$ cat config.mk
export PLATFORM = sky130hd
export DESIGN_NAME = ppc_top
export DESIGN_NICKNAME = d
export VERILOG_FILES = /design/src/hdl/ppc_pkg.sv /design/src/hdl/ppc_prescaler.sv /design/src/hdl/ppc_top.sv
export SDC_FILE = /design/constraint.sdc
export NUM_CORES = 1
export LEC_CHECK = 0
export BUFFER_PORTS_ARGS = -buffer_cell sky130_fd_sc_hd__buf_2
export CAP_MARGIN = 5
export CORE_UTILIZATION = 54
export DETAILED_ROUTE_END_ITERATION = 12
export PLACE_DENSITY_LB_ADDON = 0.2
export SLEW_MARGIN = 20
export SYNTH_ARGS = -nofsm -noshare
export SYNTH_HDL_FRONTEND = slang
export SYNTH_SLANG_ARGS = --single-unit
$ cat constraint.sdc
create_clock -name pclk -period 4.7 [get_ports pclk]
set_clock_uncertainty 0.05 [all_clocks]
set_input_delay 0.47 -clock pclk [delete_from_list [all_inputs] [get_ports pclk]]
set_output_delay 0.47 -clock pclk [all_outputs]
set_load 0.05 [all_outputs]
$ cat src/hdl/ppc_pkg.sv
// Package with register map, field layout and timing constants of the PWM control slice
// Notes on behaviour
// - Clock B divides bus clock by power-of-two code
// - Clock A divides bus clock likewise, own field
// - Prescaler select writable anytime, glitch allowed
// - Alignment bit one selects centre aligned channel
// - Three pairing bits join adjacent channels sixteen-bit
// - Even channel high byte, odd channel low
// - Paired output on odd pin, odd controls
// - Wait-stop bit gates prescaler during wait mode
// - Freeze-stop bit gates prescaler during freeze mode
// - Registers accessible in freeze; clock resumes
// - Paired even channel enable ignored, output off
package ppc_pkg;
  // Register byte addresses
  localparam logic [11:0] ADDR_PRESCALE = 12'h000;
  localparam logic [11:0] ADDR_ALIGN = 12'h004;
  localparam logic [11:0] ADDR_CONTROL = 12'h008;
  localparam logic [11:0] ADDR_ENABLE = 12'h00c;
  localparam logic [11:0] ADDR_STATUS = 12'h010;
  // Field positions
  localparam int CLK_A_SEL_LSB = 0;
  localparam int CLK_B_SEL_LSB = 4;
  localparam int SEL_W = 3;
  localparam int FREEZE_BIT = 2;
  localparam int WAIT_BIT = 3;
  localparam int PAIR01_BIT = 4;
  localparam int PAIR23_BIT = 5;
  localparam int PAIR45_BIT = 6;
  localparam int NCHAN = 6;
  // Writable masks and reset values
  localparam logic [7:0] PRESCALE_MASK = 8'h77;
  localparam logic [7:0] ALIGN_MASK = 8'h3f;
  localparam logic [7:0] CONTROL_MASK = 8'h7c;
  localparam logic [7:0] ENABLE_MASK = 8'h3f;
  localparam logic [7:0] REG_RESET = 8'h00;
  // Prescaler counter width, longest divide is 128
  localparam int PRE_W = 7;
  // Control register values
  typedef struct packed {
    logic [7:0] prescale;
    logic [7:0] align;
    logic [7:0] control;
    logic [7:0] enable;
  } ppc_regs_s;
  // Per-channel effective controls handed to the channel logic
  typedef struct packed {
    logic [5:0] eff_enable;
    logic [5:0] eff_center;
    logic [2:0] pair;
  } ppc_chan_s;
endpackage

$ cat src/hdl/ppc_prescaler.sv
// Power-of-two prescaler producing clock A and clock B enables
`timescale 1ns/1ps
module ppc_prescaler (
  // Clock and reset
  input wire logic pclk,
  input wire logic presetn,
  // Control
  input wire logic run,
  input wire logic [2:0] sel_a,
  input wire logic [2:0] sel_b,
  // Tick outputs
  output logic tick_a,
  output logic tick_b
);
  typedef struct packed {
    logic [ppc_pkg::PRE_W-1:0] cnt;
    logic ta;
    logic tb;
  } ppc_pre_s;
  ppc_pre_s st_ff;
  ppc_pre_s nxt_st;

  // Tick when low sel bits of the free counter are all ones
  function automatic logic hit(input logic [ppc_pkg::PRE_W-1:0] c, input logic [2:0] s);
    logic [ppc_pkg::PRE_W-1:0] m;
    m = (ppc_pkg::PRE_W)'((8'h01 << s) - 8'h01);
    hit = ((c & m) == m);
  endfunction

  // Next state; counter holds when run is low
  always_comb begin
    nxt_st = st_ff;
    nxt_st.ta = 1'b0;
    nxt_st.tb = 1'b0;
    if (run) begin
      nxt_st.cnt = st_ff.cnt + 1'b1;
      nxt_st.ta = hit(st_ff.cnt, sel_a);
      nxt_st.tb = hit(st_ff.cnt, sel_b);
    end
  end

  // State register
  always_ff @(posedge pclk or negedge presetn) begin
    if (!presetn) begin
      st_ff <= '0;
    end else begin
      st_ff <= nxt_st;
    end
  end

  assign tick_a = st_ff.ta;
  assign tick_b = st_ff.tb;

  // Undivided setting ticks every running cycle
  undiv_a: assert property (@(posedge pclk) disable iff (!presetn)
    (run && sel_a == 3'h0) |=> tick_a) else $error("clock A not undivided");
  // Stopped prescaler yields no tick
  stop_tick_a: assert property (@(posedge pclk) disable iff (!presetn)
    !run |=> !tick_a && !tick_b) else $error("tick while stopped");
endmodule

$ cat src/hdl/ppc_top.sv
// APB control slice: prescalers, alignment, pairing, wait and freeze gating
//
// Added by the designer: the APB interface to the registers and the placing of the registers.
`timescale 1ns/1ps
module ppc_top (
  // APB
  input wire logic pclk,
  input wire logic presetn,
  input wire logic psel,
  input wire logic penable,
  input wire logic pwrite,
  input wire logic [11:0] paddr,
  input wire logic [31:0] pwdata,
  output logic [31:0] prdata,
  output logic pready,
  output logic pslverr,
  // Processor modes
  input wire logic wait_mode,
  input wire logic freeze_mode,
  // Derived controls
  output logic clk_a_tick,
  output logic clk_b_tick,
  output logic prescale_run,
  output logic [5:0] chan_enable_eff,
  output logic [5:0] chan_center_align_eff,
  output logic [2:0] pair_mask,
  output logic [5:0] pwm_output_port_en
);
  typedef struct packed {
    ppc_pkg::ppc_regs_s regs;
    logic [31:0] rdata;
    logic rdy;
    logic err;
    logic run;
    ppc_pkg::ppc_chan_s ch;
    logic [5:0] pin_en;
  } ppc_top_s;
  ppc_top_s st_ff;
  ppc_top_s nxt_st;
  logic tick_a;
  logic tick_b;

  // Pairing mask per channel: even channel of a joined pair drops out
  function automatic logic [5:0] even_off(input logic [2:0] p);
    even_off = {1'b0, p[2], 1'b0, p[1], 1'b0, p[0]};
  endfunction

  // Odd channel copies its own control bit; even keeps its own when unpaired
  function automatic logic [5:0] eff_bits(input logic [5:0] b, input logic [2:0] p);
    eff_bits = b & ~even_off(p);
  endfunction

  //////////////////////////////////////////////////////////////////////////////
  // Next-state logic
  always_comb begin
    logic acc;
    logic [7:0] wb;
    logic [2:0] pr;
    acc = psel && penable;
    wb = pwdata[7:0];
    nxt_st = st_ff;
    nxt_st.rdy = 1'b0;
    nxt_st.err = 1'b0;
    // Zero wait: ready in the access cycle after setup
    if (psel && !penable) begin
      nxt_st.rdy = 1'b1;
      unique case (paddr)
        ppc_pkg::ADDR_PRESCALE, ppc_pkg::ADDR_ALIGN, ppc_pkg::ADDR_CONTROL,
        ppc_pkg::ADDR_ENABLE, ppc_pkg::ADDR_STATUS: nxt_st.err = 1'b0;
        default: nxt_st.err = 1'b1; // Unmapped address
      endcase
    end
    // Writes land at the completing edge; reachable in any mode
    if (acc && st_ff.rdy && pwrite) begin
      unique case (paddr)
        ppc_pkg::ADDR_PRESCALE: nxt_st.regs.prescale = wb & ppc_pkg::PRESCALE_MASK;
        ppc_pkg::ADDR_ALIGN: nxt_st.regs.align = wb & ppc_pkg::ALIGN_MASK;
        ppc_pkg::ADDR_CONTROL: nxt_st.regs.control = wb & ppc_pkg::CONTROL_MASK;
        ppc_pkg::ADDR_ENABLE: nxt_st.regs.enable = wb & ppc_pkg::ENABLE_MASK;
        default: nxt_st.regs = st_ff.regs; // Status and unmapped ignore writes
      endcase
    end
    // Read data prepared in setup cycle
    nxt_st.rdata = 32'h0000_0000;
    if (psel && !penable && !pwrite) begin
      unique case (paddr)
        ppc_pkg::ADDR_PRESCALE: nxt_st.rdata = {24'h000000, st_ff.regs.prescale};
        ppc_pkg::ADDR_ALIGN: nxt_st.rdata = {24'h000000, st_ff.regs.align};
        ppc_pkg::ADDR_CONTROL: nxt_st.rdata = {24'h000000, st_ff.regs.control};
        ppc_pkg::ADDR_ENABLE: nxt_st.rdata = {24'h000000, st_ff.regs.enable};
        ppc_pkg::ADDR_STATUS: nxt_st.rdata = {16'h0000, st_ff.pin_en, st_ff.ch.eff_center,
                                              st_ff.ch.pair, st_ff.run};
        default: nxt_st.rdata = 32'h0000_0000;
      endcase
    end else if (acc) begin
      nxt_st.rdata = st_ff.rdata;
    end
    // Prescaler input gate
    nxt_st.run = !(wait_mode && st_ff.regs.control[ppc_pkg::WAIT_BIT])
      && !(freeze_mode && st_ff.regs.control[ppc_pkg::FREEZE_BIT]);
    // Pairing and per-channel effective controls
    pr = {st_ff.regs.control[ppc_pkg::PAIR45_BIT], st_ff.regs.control[ppc_pkg::PAIR23_BIT],
          st_ff.regs.control[ppc_pkg::PAIR01_BIT]};
    nxt_st.ch.pair = pr;
    nxt_st.ch.eff_enable = eff_bits(st_ff.regs.enable[5:0], pr);
    nxt_st.ch.eff_center = eff_bits(st_ff.regs.align[5:0], pr);
    nxt_st.pin_en = eff_bits(st_ff.regs.enable[5:0], pr);
  end

  //////////////////////////////////////////////////////////////////////////////
  // State register
  always_ff @(posedge pclk or negedge presetn) begin
    if (!presetn) begin
      st_ff <= '0;
    end else begin
      st_ff <= nxt_st;
    end
  end

  //////////////////////////////////////////////////////////////////////////////
  // Prescaler instance
  ppc_prescaler u_pre (
    .pclk(pclk),
    .presetn(presetn),
    .run(st_ff.run),
    .sel_a(st_ff.regs.prescale[ppc_pkg::CLK_A_SEL_LSB +: ppc_pkg::SEL_W]),
    .sel_b(st_ff.regs.prescale[ppc_pkg::CLK_B_SEL_LSB +: ppc_pkg::SEL_W]),
    .tick_a(tick_a),
    .tick_b(tick_b)
  );

  // Outputs from flops
  assign prdata = st_ff.rdata;
  assign pready = st_ff.rdy;
  assign pslverr = st_ff.err;
  assign clk_a_tick = tick_a;
  assign clk_b_tick = tick_b;
  assign prescale_run = st_ff.run;
  assign chan_enable_eff = st_ff.ch.eff_enable;
  assign chan_center_align_eff = st_ff.ch.eff_center;
  assign pair_mask = st_ff.ch.pair;
  assign pwm_output_port_en = st_ff.pin_en;

  //////////////////////////////////////////////////////////////////////////////
  // Checks
  wait_gate_a: assert property (@(posedge pclk) disable iff (!presetn)
    (wait_mode && st_ff.regs.control[3]) |=> !prescale_run) else $error("wait gate");
  freeze_gate_a: assert property (@(posedge pclk) disable iff (!presetn)
    (freeze_mode && st_ff.regs.control[2]) |=> !prescale_run) else $error("freeze gate");
  resume_run_a: assert property (@(posedge pclk) disable iff (!presetn)
    (!wait_mode && !freeze_mode) |=> prescale_run) else $error("no resume");
  pair_even_a: assert property (@(posedge pclk) disable iff (!presetn)
    pair_mask[0] |-> !chan_enable_eff[0] && !pwm_output_port_en[0])
    else $error("even pin on");
  odd_keep_a: assert property (@(posedge pclk) disable iff (!presetn)
    ##1 chan_center_align_eff[1] == $past(st_ff.regs.align[1])) else $error("odd align");
  align_pass_a: assert property (@(posedge pclk) disable iff (!presetn)
    !pair_mask[2] |-> chan_center_align_eff[4] == $past(st_ff.regs.align[4]))
    else $error("align");
  pair_set_a: assert property (@(posedge pclk) disable iff (!presetn)
    ##1 pair_mask[1] == $past(st_ff.regs.control[5])) else $error("pair bit");
  // Only a completing bus write may move a register while the prescaler is stopped
  hold_run_a: assert property (@(posedge pclk) disable iff (!presetn)
    (!prescale_run && !(psel && penable && pready && pwrite)) |=> $stable(st_ff.regs))
    else $error("regs moved");
endmodule

==> flow_summary.ini, run 1 <==
[logic_synthesis]
synth.area.top_cells = dfrtp_1 (51%), buf_4 (12%), mux2_2 (8.0%), a22o_1 (3.0%), mux2_4 (2.8%)
synth_edf_count = 0
async_flop_share = 1.000
netlist_instances = 271
yosys_most_used_dff = dfrtp_1
yosys.area.top_type_share = 0.5100
yosys_register_bits = 66
synth_area_um2 = 3238
yosys.area.top_type = dfrtp_1
ys_seq_area_frac = 0.5100
syn_avg_cell_area_um2 = 11.95
ys_warn_count = 0
synth_cell_types = 43

[grt]
grt_pass1_vias = 1888
grt_max_degree = 67
grt_antenna_before_repair = 0
grt_pass1_wl_um = 9604
grt_util_all_layers = 0.2099
grt-ovfl-total = 0

[final_layout]
drive_gt1_frac = 0.3864
antenna_cells = 0
areaGrowthSynthToFinish_pct = 7.844
utilization = 0.6190
finalNetCount = 355
finalInstanceArea_um2 = 3492

[floorplanning]
dieArea_um2 = 6310
die_w_um = 79.44
ioPinCount = 109
start_util = 0.5740
fp.dieH_um = 79.44
rows = 27
core_area_um2 = 5642

[timing]
slew_violations = 0
period_share = 0.4807
relSlewSlack = 0.4559
final_hold_viol_count = 0
period_minus_slack_ns = 2.259
clock.fmax_mhz = 442.6
tns_ns = 0
setup_viol = 0
tightest_slew_ns = 0.8162
rsz0062_at_grt = false

[worst_setup_path]
cp_num_buf_inv = 1
cp-start-kind = primary input
arrival_ns = 2.43
crit_family = simple AND/OR/NAND/NOR gates
crit_fanout = 20
critPathRequiredTime_ns = 4.87
critPathSlowestCell = or4_1
path_class = in2reg
path_cells = buf_2 > and2_1 > nand4_2 > or4_1 > mux2_4
end_kind = flop
max_stage_delay_ns = 0.67

[clocking]
cts_resized = 0
cts_tree = built
holdBufCountCts = 0
cts_inserted_buffers = 9
max-clock-path-buffers = 2
cts.clk_slew.worst_paths_ns = 0.06
cts_root_buffer = clkbuf_8
h-tree-depth = 3
cts_sinks = 66
clock_latency_ns = 0.34
postCtsSetupBuffers = 0

[detailed_routing]
wl_um = 5994
num_vias = 2007
drc_errors = 0
viasPerCell = 5.282
drtIter0Drc = 91
avgRoutedWirePerCell_um = 15.77
ant_nets = 0
drtPass1Iterations = 4

[power_and_ir_drop]
p_total_mw = 1.202
power_density_nw_per_um2 = 344.1
ir_worst_vdd_mv = 0.1965
p_leak_nw = 1.809

[outcome]
status = finished clean

[place]
port_buffers = 67
globalplace.congestion = 0.8228
placed_area_um2 = 3287
dpl.hpwl_um = 4283

[hold_path]
min_path_type = in2async

[flow_run]
max_cap_viol_count = 0
[kinds of logic after synthesis]
logic type                 count (synthesis)  share of synthesized area
DFF                                       66                     0.5100
buffers and inverters                     65                     0.1395
and+or+nand+nor                           57                     0.1159
AOI/OAI and AO/OA                         41                    0.09004
muxes                                     34                     0.1233
xor gates and xnor gates                   6                    0.01623
adders and majority gates                  1                   0.003863
other                                      1                   0.001158
[where the power goes]
| group | leakage, nW | total [mW] | switching (mW) | internal, mW |
|---|---|---|---|---|
| Clock | 0.0986 | 0.478 | 0.205 | 0.273 |
| Combinational | 0.820 | 0.107 | 0.0746 | 0.0327 |
| Sequential | 0.891 | 0.616 | 0.0264 | 0.590 |
| Total | 1.81 | 1.20 | 0.306 | 0.895 |
[layout by cell type, fill, tap and decap left out, types with 3 or more instances in the layout]
master / n
nand2_1: 11
inv_1: 3
o21ai_0: 13
a221oi_1: 3
xnor2_1: 3
dfrtp_1: 66
buf_2: 67
nor2b_1: 8
nor4_1: 3
nor2_1: 9
mux2_2: 23
mux2i_1: 5
mux2_4: 6
xor2_1: 3
nand4_1: 5
a22o_1: 11
conb_1: 16
clkbuf_8: 11
a22oi_1: 5
[synthesized netlist by cell type (2+ instances only)]
master    count
clkbuf_1      7
a211o_1       2
xor2_1        3
nand2_1      11
a221oi_1      3
and3_1        2
a32oi_1       2
xnor2_1       3
nor2b_1       8
nor2_1        9
and2_1        2
a22o_1       11
inv_1         3
mux2i_1       5
a22oi_1       5
dfrtp_1      66
buf_4        53
nor4_1        3
a21oi_1       2
nand3b_1      2
mux2_2       23
nand3_1       2
nor3_2        2
mux2_4        6
and4_1        2
o21ai_0      13
nand4_1       5
[per-stage QoR]
stage	cells	hold slack [ns]	setup WS [ns]
5_1_grt	380	0.2474	2.329
2_1_floorplan	286	0.1244	2.652
6_report	380	0.2544	2.441
4_1_cts	380	0.2409	2.458
3_3_place_gp	364	0.3307	2.082
3_5_place_dp	364	0.3374	2.104
[layer usage]
metal  share of wire  vias up  GRT usage
met2            0.46       68     0.3060
met3           0.050       10    0.05029
met1            0.47      969     0.2880
li1                -      960          -
met4           0.020        0     0.1145
met5               0        -          0
[area by class of cell]
| class | count | area [µm²] |
|---|---|---|
| Sequential cell | 66 | 1652 |
| Fill cell | 488 | 2150 |
| Multi-Input combinational cell | 155 | 1191 |
| Clock inverter | 4 | 50.05 |
| Timing Repair Buffer | 68 | 342.8 |
| Tap cell | 72 | 90.09 |
| Inverter | 3 | 11.26 |
| Clock buffer | 12 | 155.1 |
[sequential cells by signal (all words and copies together) (netlist names)]
| signal | cells |
|---|---|
| u_pre.st_ff | 7 |
| u_pre.tick_a | 1 |
| pwm_output_port_en | 6 |
| pair_mask | 3 |
| pready | 1 |
| u_pre.tick_b | 1 |
| nxt_st | 3 |
| pslverr | 1 |
| chan_center_align_eff | 6 |
| prescale_run | 1 |
| prdata | 16 |
| st_ff | 20 |
[worst paths after layout]
kind	startpoint	to	slack (ns)	cells after the start
max in group asynchronous	presetn	pslverr$_DFF_PN0_	3.80	2
worst max register to register	pready$_DFF_PN0_	st_ff[84]$_DFFE_PN0P_	2.98	3
worst min register to register	st_ff[77]$_DFFE_PN0P_	chan_center_align_eff[5]$_DFF_PN0_	0.35	0
worst min-delay path	presetn	prdata[15]$_DFFE_PN0P_	0.25	2
worst max-delay path	psel	st_ff[84]$_DFFE_PN0P_	2.44	5
min in group pclk	freeze_mode	prescale_run$_DFF_PN0_	0.25	2
Power figures use the tool's default switching activity.
==> run 2: changes to the inputs <==
--- a/config.mk
+++ b/config.mk
@@ -7,7 +7,7 @@
 export LEC_CHECK = 0
 export BUFFER_PORTS_ARGS = -buffer_cell sky130_fd_sc_hd__buf_2
 export CAP_MARGIN = 5
-export CORE_UTILIZATION = 54
+export CORE_UTILIZATION = 50
 export DETAILED_ROUTE_END_ITERATION = 12
 export PLACE_DENSITY_LB_ADDON = 0.2
 export SLEW_MARGIN = 20
==> constraint.sdc (replaced) <==
create_clock -name pclk -period 2.13 [get_ports pclk]
set_clock_uncertainty 0.05 [all_clocks]
set_input_delay 0.213 -clock pclk [delete_from_list [all_inputs] [get_ports pclk]]
set_output_delay 0.213 -clock pclk [all_outputs]
set_load 0.05 [all_outputs]
==> run 2 against run 1 <==
Compared with the run above: first-iteration DRC count increased by 19%; register-to-register slack got worse by 2.5 ns; worst setup slack got worse by 2.0 ns; worst hold slack got worse by 0.19 ns; die area increased by 7.8%; combinational power increased by 140%; largest power group unchanged.
==> flow_summary.ini, run 2 (synthesis results as in run 1) <==
[outcome]
status = finished clean

[floorplanning]
dieArea_um2 = 6802
fp.dieH_um = 82.48
core_area_um2 = 6096
die_w_um = 82.48
start_util = 0.5312
ioPinCount = 109
rows = 28

[final_layout]
finalNetCount = 370
layout_common_cells = buf_2 (67), dfrtp_1 (66), mux2_2 (23)
drive_gt1_frac = 0.4087
layout_commonest_cell = buf_2
utilization = 0.5965
antenna_cells = 0
areaGrowthSynthToFinish_pct = 12.29
largest_register_ffs = 20
top_register = st_ff
finalNonFillerCells = 398

[hold_path]
min_path_type = in2reg
min_path_cells = 2

[clocking]
cts_inserted_buffers = 9
cts_tree = built
postCtsSetupBuffers = 0
clock_latency_ns = 0.35
cts.clk_slew.worst_paths_ns = 0.07
max-clock-path-buffers = 2
cts_root_buffer = clkbuf_8
cts_sinks = 66
h-tree-depth = 3

[detailed_routing]
met1_length_um = 3046
topRoutingLayerUsed = met4
drtPass1Iterations = 4
wl_um = 6465
wl_met3_um = 278
ant_nets = 0
drtIter0Drc = 108
viasPerCell = 5.276
drc_errors = 0
wl_met2_um = 3012
avgRoutedWirePerCell_um = 16.24
num_vias = 2100

[worst_setup_path]
end_kind = flop
arrival_ns = 1.83
crit_fanout = 6
critPathRequiredTime_ns = 2.31
cp-start-kind = primary input
path_class = in2reg
ff2ff_path_depth = 4

[power_and_ir_drop]
combinationalPowerShare = 0.094
p_int_mw = 1.992
power_switching_share = 0.2667
p_leak_nw = 1.882
switching_power_mw = 0.7246
power_frac_seq = 0.501
ir_worst_vdd_mv = 0.4027
clockPowerShare = 0.405
power_density_nw_per_um2 = 747.1

[timing]
tns_ns = 0
period_minus_slack_ns = 1.649
final_hold_viol_count = 0
setup_viol = 0
period_share = 0.7740
relSlewSlack = 0.6296
tightest_slew_ns = 0.5555
clock.fmax_mhz = 606.6
rsz0062_at_grt = false
slew_violations = 0

[place]
dpl.cell_count = 379
port_buffers = 67
globalplace.congestion = 0.8235
dpl.hpwl_um = 4766

[grt]
grt_util_all_layers = 0.2086
grt_pass1_wl_um = 10050
grt_antenna_before_repair = 0
grt_max_degree = 44
grt_pass1_vias = 1977
grt-ovfl-total = 0

[flow_run]
max_cap_viol_count = 0
-- run 2: cell types whose count changed in the layout (fill, tap and decap cells not counted), sizes merged --
cell	previous run	this run
inv	3	4
dlygate4sd3	0	3
buf	68	80
clkinvlp	2	3
clkbuf	12	11
clkinv	1	0
-- run 2: timing repair --
item / in CTS / in global routing
gates resized for setup: 0 / 0
hold buffers: 3 / 0
hold endpoints to repair: 24 / 0
-- run 2: power by group through the flow --
stage	logic, mW	clock network, mW	registers, mW
3_5_place_dp	0.254	0	1.38
3_3_place_gp	0.250	0	1.38
6_report	0.255	1.10	1.36
4_1_cts	0.258	1.11	1.36
5_1_grt	0.280	1.18	1.37
2_1_floorplan	0.181	0	1.38
-- run 2: final timing paths --
kind | from | to | slack, ns
setup / recovery | paddr[9] | st_ff[80]$_DFFE_PN0P_ | 0.48
hold / removal | pwdata[6] | st_ff[86]$_DFFE_PN0P_ | 0.06
setup reg to reg | pready$_DFF_PN0_ | st_ff[80]$_DFFE_PN0P_ | 0.51
hold reg to reg | st_ff[77]$_DFFE_PN0P_ | chan_center_align_eff[5]$_DFF_PN0_ | 0.35
max in group asynchronous | presetn | pwm_output_port_en[4]$_DFF_PN0_ | 1.08
min in group asynchronous | presetn | chan_center_align_eff[5]$_DFF_PN0_ | 0.33
-- run 2: layout make-up --
type,count,area (µm²)
Clock buffer,11,151.4
Clock inverter,5,61.31
Fill cell,519,2460
Inverter,3,11.26
Multi-Input combinational cell,155,1191
Sequential cell,66,1652
Tap cell,75,93.84
Timing Repair Buffer,83,475.5
-- run 2: metal layers --
layer / vias up / global-route usage
li1: 987 / -
met2: 63 / 0.3074
met3: 14 / 0.04286
met1: 1036 / 0.2905
met5: - / 0
met4: 0 / 0.1053
-- run 2: through the flow --
step / worst slack, ns / total power [mW] / cell area [µm²] / hold slack, ns
detailed placement: 0.1245 / 1.638 / 3393 / 0.1782
global route: 0.4175 / 2.830 / 3636 / 0.06364
CTS: 0.4851 / 2.732 / 3636 / 0.05187
finish: 0.4815 / 2.717 / 3636 / 0.06327
floorplan: 0.2450 / 1.556 / 3294 / -0.1326
global placement: 0.1350 / 1.631 / 3393 / 0.1761
-- run 2: critical path: stages --
cell     delay (ns)
buf_2          0.11
nor4_4         0.38
nand4_2        0.18
or4_1          0.44
buf_4          0.20
mux2_4         0.30
